<file path="src/rtl/slro_pkg.sv">
// shared constants and types of the serial link receive output-state block
package slro_pkg;
  localparam int FRAME_BITS    = 28;
  localparam int PAY_BITS      = 24;
  localparam int LANES         = 3;
  localparam int LANE_BITS     = 7;
  localparam int SIDE_BITS     = 3;
  localparam int SIDE_LSB      = 21;
  localparam int LINK_PER_LANE = 4;
  localparam int REC_HIGH_BITS = 14;
  localparam int LOCK_FRAMES   = 4;

  localparam int CLK_SYS_MHZ   = 20;
  localparam int STALL_NS      = 2000;
  localparam int STALL_CYC     = (STALL_NS * CLK_SYS_MHZ) / 1000;
  localparam int FREE_HALF_NS  = 200;
  localparam int FREE_HALF_CYC = (FREE_HALF_NS * CLK_SYS_MHZ) / 1000;

  localparam logic [PAY_BITS-1:0] SCRAMBLE_KEY = 24'h5ac396;

  localparam logic [3:0] REG_CTRL   = 4'h0;
  localparam logic [3:0] REG_STATUS = 4'h4;
  localparam logic [3:0] REG_ERRCNT = 4'h8;

  localparam int CTRL_OSS_EN   = 0;
  localparam int CTRL_OSS_VAL  = 1;
  localparam int CTRL_FREE_SEL = 2;
  localparam int CTRL_W        = 3;
  localparam logic [CTRL_W-1:0] CTRL_RST = 3'h0;

  localparam int ST_LOCK   = 0;
  localparam int ST_ACTIVE = 1;
  localparam int ST_PD     = 2;

  // received order: embedded_clock_high_bit first, embedded_clock_low_bit last
  typedef struct packed {
    logic                c1;
    logic [PAY_BITS-1:0] payload;
    logic                dcb;
    logic                dca;
    logic                c0;
  } slro_frame_s;

  typedef enum logic [1:0] {
    SRC_NONE = 2'b00,
    SRC_FREE = 2'b01,
    SRC_REC  = 2'b10
  } slro_src_e;
endpackage

</file>
<file path="src/rtl/slro_receiver.sv">
// serial link receive side: framing, decode, lock and output state table
// How it works
// - one 28-bit frame per pixel clock
// - first embedded bit high, last low
// - balance-invert bit set: invert payload back
// - integrity bit validates payload before acceptance
// - descramble payload before driving outputs
// - pixel clock range 5 to 43 MHz
// - lock on any data, no training
// - side outputs are input bits 21..23
// - power-up starts recovery, lock low meanwhile
// - lock high after sequence, outputs valid
// - clock source switch holds output level
// - lost embedded clock drops lock
// - output enable low tri-states lvds outputs
// - power-down, select low: all tri-stated
// - power-down, select high: lock, side low
// - unlocked, oen low, select low row
// - unlocked, oen low, select high row
// - unlocked, oen high, select low row
// - unlocked, oen high, select high row
// - locked with oen high drives everything
// - power-down clears config, sleep keeps it
`timescale 1ns/100ps
module slro_receiver (
  input  wire logic        clk_sys,
  input  wire logic        rst_b,
  input  wire logic        link_clk,
  input  wire logic        link_data,
  input  wire logic        power_down_bar,
  input  wire logic        output_enable_pin,
  input  wire logic        inactive_state_select,
  input  wire logic        free_clock_select,
  input  wire logic [3:0]  avs_address,
  input  wire logic        avs_read,
  input  wire logic        avs_write,
  input  wire logic [31:0] avs_writedata,
  output logic      [31:0] avs_readdata,
  output logic             avs_waitrequest,
  output logic             lock_out,
  output logic             lock_oe,
  output logic             lvds_clock_out,
  output logic             lvds_clock_oe,
  output logic      [2:0]  lvds_data_lanes,
  output logic      [2:0]  lvds_data_oe,
  output logic      [2:0]  side_band_bits_out,
  output logic      [2:0]  side_band_oe,
  output logic             selftest_pass,
  output logic             selftest_pass_oe
);
  localparam int LAST = slro_pkg::FRAME_BITS - 1;
  localparam int LOCK_M1 = slro_pkg::LOCK_FRAMES - 1;

  function automatic logic parity_ok(input slro_pkg::slro_frame_s f);
    parity_ok = ((^f.payload) == f.dca);
  endfunction

  function automatic logic [slro_pkg::PAY_BITS-1:0] decode(input slro_pkg::slro_frame_s f);
    logic [slro_pkg::PAY_BITS-1:0] w;
    w = f.dcb ? ~f.payload : f.payload;
    decode = w ^ slro_pkg::SCRAMBLE_KEY;
  endfunction

  // two-stage synchronisers for every pin input
  logic [5:0] sync1;
  logic [5:0] sync2;
  always_ff @(posedge clk_sys or negedge rst_b) begin
    if (!rst_b) begin
      sync1 <= 6'h00;
      sync2 <= 6'h00;
    end else begin
      sync1 <= {free_clock_select, inactive_state_select, output_enable_pin,
                power_down_bar, link_data, link_clk};
      sync2 <= sync1;
    end
  end

  logic lclk_s;
  logic ldat_s;
  logic pd_n_s;
  logic oen_s;
  logic oss_s;
  logic free_s;
  assign {free_s, oss_s, oen_s, pd_n_s, ldat_s, lclk_s} = sync2;

  logic lclk_d;
  logic link_edge;
  always_ff @(posedge clk_sys or negedge rst_b) begin
    if (!rst_b) begin
      lclk_d <= 1'b0;
    end else begin
      lclk_d <= lclk_s;
    end
  end
  assign link_edge = lclk_s & ~lclk_d;

  // bit framing
  logic [LAST:0]              sr;
  logic [LAST:0]              next_sr;
  logic [4:0]                 bit_cnt;
  slro_pkg::slro_frame_s      frame;
  logic                       frame_done;
  logic                       clocks_ok;
  logic                       accept;
  assign next_sr    = {sr[LAST-1:0], ldat_s};
  assign frame      = slro_pkg::slro_frame_s'(next_sr);
  assign frame_done = link_edge && (bit_cnt == 5'(LAST));
  assign clocks_ok  = frame.c1 && !frame.c0;
  assign accept     = frame_done && clocks_ok && parity_ok(frame);

  always_ff @(posedge clk_sys or negedge rst_b) begin
    if (!rst_b) begin
      sr <= '0;
    end else if (link_edge) begin
      sr <= next_sr;
    end
  end

  always_ff @(posedge clk_sys or negedge rst_b) begin
    if (!rst_b) begin
      bit_cnt <= 5'h00;
    end else if (!pd_n_s) begin
      bit_cnt <= 5'h00;
    end else if (link_edge) begin
      // slip one bit on bad framing
      if (frame_done && !clocks_ok) begin
        bit_cnt <= bit_cnt;
      end else if (bit_cnt == 5'(LAST)) begin
        bit_cnt <= 5'h00;
      end else begin
        bit_cnt <= bit_cnt + 5'h01;
      end
    end
  end

  // stream activity watchdog
  logic [7:0] idle_cnt;
  logic       stalled;
  assign stalled = (idle_cnt == 8'(slro_pkg::STALL_CYC));
  always_ff @(posedge clk_sys or negedge rst_b) begin
    if (!rst_b) begin
      idle_cnt <= 8'h00;
    end else if (link_edge || !pd_n_s) begin
      idle_cnt <= 8'h00;
    end else if (!stalled) begin
      idle_cnt <= idle_cnt + 8'h01;
    end
  end

  // lock sequence
  logic       lock;
  logic [2:0] good_cnt;
  always_ff @(posedge clk_sys or negedge rst_b) begin
    if (!rst_b) begin
      lock     <= 1'b0;
      good_cnt <= 3'h0;
    end else if (!pd_n_s || stalled) begin
      lock     <= 1'b0;
      good_cnt <= 3'h0;
    end else if (frame_done) begin
      if (!clocks_ok) begin
        lock     <= 1'b0;
        good_cnt <= 3'h0;
      end else if (good_cnt == 3'(LOCK_M1)) begin
        lock <= 1'b1;
      end else begin
        good_cnt <= good_cnt + 3'h1;
      end
    end
  end

  // payload decode
  logic [slro_pkg::PAY_BITS-1:0]  pix_word;
  logic [slro_pkg::SIDE_BITS-1:0] side_q;
  always_ff @(posedge clk_sys or negedge rst_b) begin
    if (!rst_b) begin
      pix_word <= '0;
    end else if (accept) begin
      pix_word <= decode(frame);
    end
  end

  logic [slro_pkg::PAY_BITS-1:0] acc_word;
  assign acc_word = decode(frame);
  always_ff @(posedge clk_sys or negedge rst_b) begin
    if (!rst_b) begin
      side_q <= '0;
    end else if (accept && lock) begin
      side_q <= acc_word[slro_pkg::SIDE_LSB +: slro_pkg::SIDE_BITS];
    end
  end

  // lane serialisation and recovered clock level
  logic [2:0] lane_q;
  logic       rec_lvl;
  logic [2:0] lane_idx;
  assign lane_idx = 3'(bit_cnt / 5'(slro_pkg::LINK_PER_LANE));
  always_ff @(posedge clk_sys or negedge rst_b) begin
    if (!rst_b) begin
      lane_q  <= 3'h0;
      rec_lvl <= 1'b0;
    end else if (link_edge) begin
      rec_lvl <= (bit_cnt < 5'(slro_pkg::REC_HIGH_BITS));
      for (int k = 0; k < slro_pkg::LANES; k++) begin
        lane_q[k] <= pix_word[k * slro_pkg::LANE_BITS + int'(lane_idx)];
      end
    end
  end

  // free-running clock divider
  logic [3:0] free_cnt;
  logic       free_lvl;
  always_ff @(posedge clk_sys or negedge rst_b) begin
    if (!rst_b) begin
      free_cnt <= 4'h0;
      free_lvl <= 1'b0;
    end else if (free_cnt == 4'(slro_pkg::FREE_HALF_CYC - 1)) begin
      free_cnt <= 4'h0;
      free_lvl <= ~free_lvl;
    end else begin
      free_cnt <= free_cnt + 4'h1;
    end
  end

  // registers: power-down clears, stream sleep keeps
  logic [slro_pkg::CTRL_W-1:0] ctrl;
  logic [15:0]                 err_cnt;
  logic                        bus_ack;
  logic                        bus_req;
  assign bus_req         = avs_read | avs_write;
  assign avs_waitrequest = bus_req & ~bus_ack;

  always_ff @(posedge clk_sys or negedge rst_b) begin
    if (!rst_b) begin
      bus_ack <= 1'b0;
    end else begin
      bus_ack <= bus_req & ~bus_ack;
    end
  end

  always_ff @(posedge clk_sys or negedge rst_b) begin
    if (!rst_b) begin
      ctrl <= slro_pkg::CTRL_RST;
    end else if (!pd_n_s) begin
      ctrl <= slro_pkg::CTRL_RST;
    end else if (avs_write && bus_ack && avs_address == slro_pkg::REG_CTRL) begin
      ctrl <= avs_writedata[slro_pkg::CTRL_W-1:0];
    end
  end

  always_ff @(posedge clk_sys or negedge rst_b) begin
    if (!rst_b) begin
      err_cnt <= 16'h0000;
    end else if (!pd_n_s) begin
      err_cnt <= 16'h0000;
    end else if (frame_done && clocks_ok && !parity_ok(frame)) begin
      err_cnt <= err_cnt + 16'h0001;
    end
  end

  always_ff @(posedge clk_sys or negedge rst_b) begin
    if (!rst_b) begin
      avs_readdata <= 32'h00000000;
    end else if (avs_read && !bus_ack) begin
      unique case (avs_address)
        slro_pkg::REG_CTRL:   avs_readdata <= {29'h0, ctrl};
        slro_pkg::REG_STATUS: avs_readdata <= {29'h0, ~pd_n_s, ~stalled, lock};
        slro_pkg::REG_ERRCNT: avs_readdata <= {16'h0000, err_cnt};
        default:              avs_readdata <= 32'h00000000;
      endcase
    end
  end

  logic oss_eff;
  logic free_eff;
  assign oss_eff  = ctrl[slro_pkg::CTRL_OSS_EN] ? ctrl[slro_pkg::CTRL_OSS_VAL] : oss_s;
  assign free_eff = free_s | ctrl[slro_pkg::CTRL_FREE_SEL];

  // glitch-free output clock source
  slro_pkg::slro_src_e clk_src;
  slro_pkg::slro_src_e target;
  logic                clk_q;

  function automatic logic src_lvl(input slro_pkg::slro_src_e s, input logic rl,
                                   input logic fl, input logic hold);
    unique case (s)
      slro_pkg::SRC_REC:  src_lvl = rl;
      slro_pkg::SRC_FREE: src_lvl = fl;
      slro_pkg::SRC_NONE: src_lvl = hold;
      default:            src_lvl = hold;
    endcase
  endfunction

  assign target = lock ? slro_pkg::SRC_REC : (free_eff ? slro_pkg::SRC_FREE : slro_pkg::SRC_NONE);

  always_ff @(posedge clk_sys or negedge rst_b) begin
    if (!rst_b) begin
      clk_src <= slro_pkg::SRC_NONE;
    end else if (clk_src != target
                 && src_lvl(target, rec_lvl, free_lvl, clk_q) == clk_q) begin
      clk_src <= target;
    end
  end

  always_ff @(posedge clk_sys or negedge rst_b) begin
    if (!rst_b) begin
      clk_q <= 1'b0;
    end else if (clk_src == target) begin
      clk_q <= src_lvl(clk_src, rec_lvl, free_lvl, clk_q);
    end else begin
      clk_q <= clk_q;
    end
  end

  // output state table
  always_ff @(posedge clk_sys or negedge rst_b) begin
    if (!rst_b) begin
      lock_out           <= 1'b0;
      lock_oe            <= 1'b0;
      lvds_clock_out     <= 1'b0;
      lvds_clock_oe      <= 1'b0;
      lvds_data_lanes    <= 3'h0;
      lvds_data_oe       <= 3'h0;
      side_band_bits_out <= 3'h0;
      side_band_oe       <= 3'h0;
      selftest_pass      <= 1'b0;
      selftest_pass_oe   <= 1'b0;
    end else begin
      lock_out           <= 1'b0;
      lock_oe            <= 1'b1;
      lvds_clock_out     <= 1'b0;
      lvds_clock_oe      <= 1'b0;
      lvds_data_lanes    <= 3'h0;
      lvds_data_oe       <= 3'h0;
      side_band_bits_out <= 3'h0;
      side_band_oe       <= 3'h7;
      selftest_pass      <= ~oss_eff;
      selftest_pass_oe   <= 1'b1;
      if (!pd_n_s) begin
        selftest_pass_oe <= 1'b0;
        selftest_pass    <= 1'b0;
        if (!oss_eff) begin
          lock_oe      <= 1'b0;
          side_band_oe <= 3'h0;
        end
        // lock and side bits low otherwise
      end else if (lock) begin
        lock_out           <= 1'b1;
        side_band_bits_out <= side_q;
        selftest_pass      <= 1'b1;
        if (oen_s) begin
          lvds_clock_out  <= clk_q;
          lvds_clock_oe   <= 1'b1;
          lvds_data_lanes <= lane_q;
          lvds_data_oe    <= 3'h7;
        end
      end else if (oen_s && !oss_eff) begin
        side_band_oe <= 3'h0;
      end else if (oen_s) begin
        lvds_data_oe <= 3'h7;
      end
      // unlocked with oen low: defaults above
    end
  end
endmodule

</file>
<file path="config.mk">
export PLATFORM = sky130hd
export DESIGN_NAME = slro_receiver
export DESIGN_NICKNAME = d
export VERILOG_FILES = /design/src/rtl/slro_pkg.sv /design/src/rtl/slro_receiver.sv
export SDC_FILE = /design/constraint.sdc
export NUM_CORES = 1
export LEC_CHECK = 0
export ABC_AREA = 1
export BUFFER_PORTS_ARGS = -buffer_cell sky130_fd_sc_hd__buf_2
export CAP_MARGIN = 15
export CORE_ASPECT_RATIO = 0.6
export CORE_MARGIN = 2
export CORE_UTILIZATION = 30
export DETAILED_ROUTE_END_ITERATION = 16
export GPL_TIMING_DRIVEN = 0
export PLACE_DENSITY = 0.54
export SETUP_SLACK_MARGIN = 0.4
export SLEW_MARGIN = 10
export SYNTH_ARGS = -nofsm -noshare
export SYNTH_HDL_FRONTEND = slang
export SYNTH_SLANG_ARGS = --single-unit
</file>
<file path="constraint.sdc">
create_clock -name clk_sys -period 3.4 [get_ports clk_sys]
set_input_delay 0.34 -clock clk_sys [delete_from_list [all_inputs] [get_ports clk_sys]]
set_output_delay 0.34 -clock clk_sys [all_outputs]
set_load 0.01 [all_outputs]
</file>
==> impl_metrics.toml, run 1 <==
[setup_path]
slowest_delay_ps = 420
critPathMaxFanout = 11
cp-end-kind = "flop"
r2r-end = "pix_word[19]"
path_common_cell = "inv_1"
crit_path_start_kind = "flop"
r2r-start = "bit_cnt[2]"
cp_slowest_cell = "clkbuf_1"
crit_chain = "inv_1 > clkbuf_1 > ha_1 > nand3_1 > nor2_1 > inv_1 > nor2_4 > inv_2 > clkbuf_2 > o21ai_0 > nand2_1"
regToRegSetupSlack_ps = 800
worstPathArrival_ps = 2920
required_ps = 3720
path_class = "flop to flop"
reg2regPathDepth = 11

[route]
drt_iter0_drc = 596
finalWirelength_um = 19700
viasPerCell = 4.67
routedWlPerCell_um = 14.3
firstDrtPassIters = 5
drc_errors = 0
ant_nets = 0
vias = 6416

[cells_and_area]
layout_common_cells = "nand2_1 (247), dfrtp_1 (146), inv_1 (104), o21ai_0 (90), nand3_1 (59)"
final_cell_area_mm2 = 0.00906
diodes = 0
final_nets = 1092
final_common_cell = "nand2_1"
nFillCells = 2607
area_growth_pct = 18.9
drive_above_1_share = 0.138

[sta]
slew_headroom = 0.362
period_needed_ps = 2600
hold_violations = 0
period_share = 0.766
fin_skew_ps = 8.78
rsz0062_at_grt = "no"
max_freq_mhz = 384
final-setup-viol-count = 0
drv_slew = 0
max_slew.worst_pin.slew_ps = 949

[global_route]
grt_usage = 0.154
grt_first_pass_wirelength_um = 32000
grt_max_degree = 92
grt_overflow_total = 0
grt_antenna_before_repair = 0
grt_pass1_vias = 5817

[floorplanning]
dieArea_mm2 = 0.0267
die_y_um = 127
ios = 97
start_util = 0.304
core_area_mm2 = 0.0251
die_w_um = 210
rows = 45

[synth]
synth.distinct_cells = 42
synth-async-reset-ratio = 1.00
ys.warnings.count = 0
yosysTopAreaCell = "dfrtp_1"
synth_edf_count = 0
syn_inst = 940
synth_ff_type = "dfrtp_1"
synth-seq-cells = 146
synth_area_leaders = "dfrtp_1 (48%), nand2_1 (12%), o21ai_0 (5.9%), inv_1 (5.1%), nand3_1 (3.9%)"
ys_seq_area_frac = 0.479
yosys.area.top_type_share = 0.479
synth_area_mm2 = 0.00762
syn_area_per_cell_um2 = 8.11

[cts]
cts_buffers = 17
numClockSinks = 146
postCtsSetupRepairBufs = 0
h-tree-depth = 4
clk_latency_ps = 440
clk_path_buf_depth = 2
cts_resized = 0
cts_root_buffer = "clkbuf_16"
cts_tree = "built"
clkSlewWorstSetupHoldPaths_ps = 60

[power]
power.density_mw_per_mm2 = 539
leakagePower_uw = 0.00468
p_int_uw = 3390
clock_power_share = 0.413
power_switching_share = 0.307
combPwrFrac = 0.197
irDropWorstVdd_v = 0.000304
power.share.sequential = 0.390
total_power_uw = 4890
power.switching_uw = 1500

[job]
maxCapViolCount = 0

[worst_hold_path]
hold_path.class = "input pin to flop"
hold_start = "link_clk"
hold_depth = 1
holdPathEnd = "sync1[0]"

[place]
dp_hpwl_um = 14400
place_area_mm2 = 0.00839
portBuffers = 51
gp_congestion = 0.831

[outcome]
outcome = "completed"
[logic make-up after synthesis]
| kind of cell | after synthesis | share of synthesized area |
|---|---|---|
| compound gates | 147 | 0.107 |
| other cells | 1 | 0.000492 |
| xor+xnor | 41 | 0.0471 |
| buf+inv | 168 | 0.0989 |
| fa+ha+maj | 14 | 0.0230 |
| simple gates | 419 | 0.239 |
| flops | 146 | 0.479 |
| mux | 4 | 0.00558 |
[cell usage after synthesis (8+ instances only)]
cell,instances
a21oi_1,16
buf_4,21
clkbuf_1,18
dfrtp_1,146
ha_1,14
inv_1,104
inv_2,8
nand2_1,247
nand3_1,59
nand4_1,25
nor2_1,57
o21ai_0,90
o21ai_1,11
xnor2_1,19
xor2_1,22
[critical path: cells and delay by family, from the launching register on]
kind,cells,cell delay (ps)
compound gates,1,220
fa+ha+maj,1,250
flops,1,390
buf+inv,5,1110
simple gates,4,510
[power by group through the flow]
stage | Combinational, uW | Sequential [uW] | Clock, uW
detailed placement | 948 | 1940 | 0
finish | 962 | 1910 | 2020
global route | 1090 | 1920 | 2140
floorplan | 689 | 1910 | 0
global placement | 931 | 1940 | 0
CTS | 957 | 1900 | 2050
[state kept, by name (all words and copies together), names as in the netlist, 4 cells and up]
name          count
sync2             6
bit_cnt           5
idle_cnt          8
pix_word         24
err_cnt          16
free_cnt          4
sync1             6
avs_readdata     16
sr               27
[layout make-up]
class	count	area (um2)	area share
buffer	54	327	0.0360
clock buffer	22	464	0.0512
clock inverter	9	155	0.0171
timing repair buffer	58	353	0.0389
inverter	114	428	0.0472
multi-input combinational	641	3270	0.361
tap	329	412	0.0454
sequential	146	3650	0.403
[metal layers]
metal,GRT usage,vias to the layer above,share of wire
met5,0,-,0
met4,0.0430,0,0.011
met3,0.0383,17,0.061
met2,0.186,169,0.36
met1,0.257,3040,0.57
li1,-,3190,-
[timing repair]
action                                  CTS  global route
hold endpoints to repair                 60             0
endpoints found under the setup margin    0             0
hold buffers                              6             0
[how the worst max path moves through the flow]
stage / from / slack (ps) / cells past startpoint / end
CTS: bit_cnt[2] / 810 / 10 / err_cnt[9]
detailed placement: bit_cnt[2] / 840 / 7 / bit_cnt[2]
global route: bit_cnt[2] / 540 / 11 / pix_word[19]
global placement: rst_b / -320 / 1 / sr[22]
floorplan: bit_cnt[2] / 1350 / 11 / pix_word[19]
finish: bit_cnt[2] / 800 / 11 / pix_word[19]
[through the flow]
step	util	setup slack [ps]	hold slack (ps)	cells	setup TNS [ps]
detailed placement	0.334	843	303	1336	0
CTS	0.361	807	7.47	1373	0
finish	0.361	797	14.2	1373	0
global route	0.361	538	2.94	1373	0
global placement	0.332	-323	331	1335	-43790
floorplan	-	1350	44.4	955	0
Power figures use the tool's default switching activity.
==> run 2: changes to the inputs <==
Settings changed: ABC_AREA 1 to 0.
Clock period 3.4 ns to 2.67 ns, I/O delays scaled along.
==> run 2 against run 1 <==
Global-route usage is 1.1 points lower. Largest cell class unchanged. Area after synthesis is 8.8% lower. Setup slack worse by 610 ps. Sequential power is 25% higher. First-iteration DRC count is 31% lower. Critical path depth is 3 lower. Register-to-register slack worse by 610 ps. Total power is 29% higher. Combinational power is 70% higher.
==> impl_metrics.toml, run 2 <==
[worst_hold_path]
hold_depth = 3
hold_start = "avs_writedata[2]"
holdPathEnd = "ctrl[2]"
hold_path.class = "input pin to flop"

[synth]
yosys-top-cells-count = "dfrtp_1 (146), nand2_1 (115), xnor2_1 (39)"
ys_seq_area_frac = 0.526
synth_edf_count = 0
synth_top_family_by_area = "simple AND/OR/NAND/NOR gates"
synth.most_common_cell = "dfrtp_1"
synth_fa_ha_area_frac = 0.0252
synth-simple-area-share = 0.148
synth.distinct_cells = 48
yosys.area.top_type_share = 0.526
synth_compound_gate_area_share = 0.0684
synth_ff_type = "dfrtp_1"
synth-xor-area-share = 0.0819
synth-seq-cells = 146
syn_area_per_cell_um2 = 10.9
synth_area_mm2 = 0.00695
synth_area_leaders = "dfrtp_1 (53%), nand2_1 (6.2%), xnor2_1 (4.9%), mux4_2 (3.9%), mux2_1 (3.2%)"
synth-async-reset-ratio = 1.00
syn_inst = 638
ys.warnings.count = 0
synth.mux.area_fraction = 0.0986
yosysTopAreaCell = "dfrtp_1"

[cells_and_area]
diodes = 0
drive_above_1_share = 0.256
reg_top3 = "sr x27, pix_word x24"
regMostFlops = "sr"
nFillCells = 2280
fin_cells = 1072
final_common_cell = "dfrtp_1"
layout_common_cells = "dfrtp_1 (138), nand2_1 (114), buf_2 (49), nor2_1 (34), buf_4 (33)"
area_growth_pct = 26.0
largest_reg_flops = 27
final_nets = 804
final_cell_area_mm2 = 0.00876

[global_route]
grt_first_pass_wirelength_um = 27300
grt_usage = 0.144
grt_pass1_vias = 4856
grt_overflow_total = 0
grt_antenna_before_repair = 0
grt_max_degree = 98

[sta]
slew_headroom = 0.438
period_share = 0.929
fin_skew_ps = 10.5
period_needed_ps = 2480
hold_violations = 0
setup_slack_ps = 190
max_slew.worst_pin.slew_ps = 836
drv_slew = 0
whs_ps = 116
max_freq_mhz = 403
final-setup-viol-count = 0
rsz0062_at_grt = "yes"

[setup_path]
path_class = "flop to flop"
r2r-end = "pix_word[14]"
r2r-start = "sr[14]"
required_ps = 2980
critPathMaxFanout = 6
regToRegSetupSlack_ps = 190
cp-end-kind = "flop"
worstPathArrival_ps = 2790
reg2regPathDepth = 8
crit_path_start_kind = "flop"

[floorplanning]
die_y_um = 122
dieArea_mm2 = 0.0244
core_area_mm2 = 0.0229
ios = 97
rows = 43
start_util = 0.303
die_w_um = 201

[route]
finalWirelength_um = 16500
vias = 4866
ant_nets = 0
wl_met1_um = 9800
routedWlPerCell_um = 15.3
firstDrtPassIters = 5
detailroute.wirelength.met2_um = 5810
viasPerCell = 4.54
drt_iter0_drc = 411
top_layer = "met4"
drc_errors = 0
wl_met3_um = 719

[place]
placed_cells = 1019
dp_hpwl_um = 11300
place_ws_ps = -138
place_area_mm2 = 0.00771
gp_congestion = 0.795
portBuffers = 50

[cts]
clk_path_buf_depth = 2
clkSlewWorstSetupHoldPaths_ps = 60
cts_buffers = 17
h-tree-depth = 4
numClockSinks = 146
cts_root_buffer = "clkbuf_16"
clk_latency_ps = 430
cts_tree = "built"

[power]
leakagePower_uw = 0.00409
irDropWorstVdd_v = 0.000623
total_power_uw = 6310
power.density_mw_per_mm2 = 720

[outcome]
outcome = "completed"

[job]
maxCapViolCount = 0
[run 2: per-stage QoR]
step            util  setup TNS (ps)
4_1_cts        0.375               0
6_report       0.382               0
2_1_floorplan      -               0
3_3_place_gp   0.335         -135710
5_1_grt        0.382               0
3_5_place_dp   0.336           -2670
[run 2: critical path: stages, from the launching register on]
cell	delay (ps)
dfrtp_1	420
xor2_1	230
xnor2_1	150
xnor3_1	440
xnor3_2	320
nor2b_4	180
buf_8	160
clkbuf_16	170
mux2_4	290
[run 2: worst max path at each step]
stage / start / end / slack (ps) / cells after the start
final: sr[14] / pix_word[14] / 190 / 8
after global routing: sr[14] / pix_word[14] / 90 / 8
after CTS: sr[20] / pix_word[13] / 180 / 8
after detailed placement: sr[5] / pix_word[13] / -140 / 8
after global placement: rst_b / sync1[2] / -940 / 1
after floorplan: sr[5] / pix_word[10] / 410 / 8
[run 2: cell type report]
class / instances / area, um2 / area share
inverters: 15 / 56.3 / 0.00643
well taps: 315 / 394 / 0.0450
clock inverters: 12 / 106 / 0.0121
plain buffers: 54 / 374 / 0.0427
clock buffers: 20 / 447 / 0.0510
flip-flops and latches: 146 / 3660 / 0.418
multi-input cells: 438 / 3220 / 0.367
repair buffers: 72 / 502 / 0.0573
[run 2: where the power goes]
part | leakage (uW) | internal, uW | switching (uW)
Clock | 0.000275 | 1310 | 959
Combinational | 0.00185 | 702 | 942
Sequential | 0.00196 | 2300 | 94.5
[run 2: cell families (layout without fill, tap and decap cells)]
family,after synthesis,in the layout
AOI/OAI and AO/OA,73,73
xor gates and xnor gates,61,61
adders and majority gates,14,14
buffers and inverters,69,173
DFF,146,146
muxes,50,50
other,1,16
and+or+nand+nor,224,224
[run 2: what timing repair did]
item | CTS | global route
endpoints found under the hold margin | 55 | 0
gates cloned | 1 | 1
gates resized for setup | 38 | 38
endpoints found under the setup margin | 50 | 50
hold buffers | 7 | 0
buffers inserted | 11 | 0
pin swaps | 7 | 10
[run 2: routing by layer]
metal,track usage,vias to the layer above
li1,-,2371
met1,0.243,2389
met2,0.173,95
met3,0.0329,11
met4,0.0375,0
met5,0,-
==> run 3: changes to the inputs <==
Settings changed: SETUP_SLACK_MARGIN 0.4 to not set.
==> run 3 against run 2 <==
Sequential share of layout area increased by 1.3 points. Critical endpoint is now err_cnt[10]. Setup slack worse by 73 ps. Maximum frequency is 2.8% lower. Core utilization shrank 1.2 points. Cell count decreased by 1.2%. Design area fell by 3.3%. Clock-buffer cell count is 1 higher.
==> impl_metrics.toml, run 3 (same netlist as run 2, synthesis figures left out) <==
[cells_and_area]
nFillCells = 2276
layout_common_cells = "dfrtp_1 (144), nand2_1 (114), buf_2 (52), xnor2_1 (36), nor2_1 (35)"
diodes = 0
reg_top3 = "sr x27, pix_word x24"
final_common_cell = "dfrtp_1"
area_growth_pct = 21.9
drive_above_1_share = 0.198
fin_util = 0.370
regMostFlops = "sr"
fin_cells = 1059
largest_reg_flops = 27
final_nets = 791

[power]
power.density_mw_per_mm2 = 737
irDropWorstVdd_v = 0.000611
leakagePower_uw = 0.00397
total_power_uw = 6250

[global_route]
grt_overflow_total = 0
grt_pass1_vias = 4557
grt_first_pass_wirelength_um = 25800
grt_max_degree = 105
grt_usage = 0.137
grt_antenna_before_repair = 0

[sta]
rsz0062_at_grt = "no"
max_freq_mhz = 392
period_share = 0.956
slew_headroom = 0.327
max_slew.worst_pin.slew_ps = 1000
final-setup-viol-count = 0
hold_violations = 0
fin_skew_ps = 11.7
period_needed_ps = 2550
drv_slew = 0
setup_tns_ps = 0

[route]
vias = 4766
ant_nets = 0
firstDrtPassIters = 4
routedWlPerCell_um = 15.1
drc_errors = 0
drt_iter0_drc = 328
finalWirelength_um = 16000
viasPerCell = 4.50

[place]
placed_cells = 1019
gp_congestion = 0.773
portBuffers = 50
dp_hpwl_um = 11300

[setup_path]
worstPathArrival_ps = 2890
path_class = "flop to flop"
cp-end-kind = "flop"
crit_path_start_kind = "flop"
required_ps = 3010
critPathMaxFanout = 10

[floorplanning]
rows = 43
ios = 97
die_y_um = 122
core_area_mm2 = 0.0229
start_util = 0.303
dieArea_mm2 = 0.0244
die_w_um = 201

[worst_hold_path]
hold_path.class = "input pin to flop"

[cts]
h-tree-depth = 4
clk_path_buf_depth = 2
clk_latency_ps = 420
cts_tree = "built"
cts_buffers = 17
cts_root_buffer = "clkbuf_16"
numClockSinks = 146
clkSlewWorstSetupHoldPaths_ps = 70

[job]
maxCapViolCount = 0

[outcome]
outcome = "completed"
-- run 3: critical path, cell delays in order (launching register included) --
cell and delay, ps:
dfrtp_1 490, xnor2_4 320, xnor2_2 130, xnor2_2 220, xnor3_2 420, clkbuf_2 210, or4_1 490, a21oi_1 180
-- run 3: layer usage --
metal	up-vias	GRT usage	wire length, um
li1	2347	-	-
met1	2340	0.225	9160
met2	77	0.166	6010
met3	2	0.0364	804
met4	0	0.0417	41
met5	-	0	0
-- run 3: stage by stage --
step	cell area (um2)	setup WS, ps	hold slack (ps)
6_report	8470	118	88.7
5_1_grt	8470	22.4	103
4_1_cts	8410	4.70	69.6
3_5_place_dp	7690	-742	180
3_3_place_gp	7650	-905	335
2_1_floorplan	7010	175	-28.6
-- run 3: area by class of cell --
type                    instances  area, um2  share of cell area
multi-input cells             438       3060               0.361
plain buffers                  53        310              0.0366
flip-flops and latches        146       3660               0.431
inverters                      15       56.3             0.00664
repair buffers                 60        373              0.0440
clock buffers                  21        470              0.0555
clock inverters                11        153              0.0180
well taps                     315        394              0.0465
-- run 3: worst paths after layout --
check / cells past startpoint / slack (ps) / from / to
worst max-delay path: 7 / 120 / sr[8] / err_cnt[10]
worst min-delay path: 3 / 90 / avs_writedata[0] / ctrl[0]
worst max register to register: 7 / 120 / sr[8] / err_cnt[10]
worst min register to register: 0 / 350 / sync1[0] / sync2[0]
max in group asynchronous: 3 / 1480 / rst_b / bit_cnt[2]
min in group asynchronous: 2 / 320 / rst_b / sync2[4]
-- run 3: power breakdown --
group	internal, uW	total, uW	switching (uW)	leakage (uW)
Clock	1550	2510	957	0.000284
Combinational	517	1340	823	0.00172
Sequential	2300	2400	106	0.00197
Total	4360	6250	1890	0.00397
-- run 3: timing repair --
action                                  4_1_cts  5_1_grt
endpoints found under the hold margin        48        0
endpoints found under the setup margin       47       38
resized for setup                             8       17
pin swaps                                     1        4
hold buffers                                  7        0
buffers inserted                              0        2
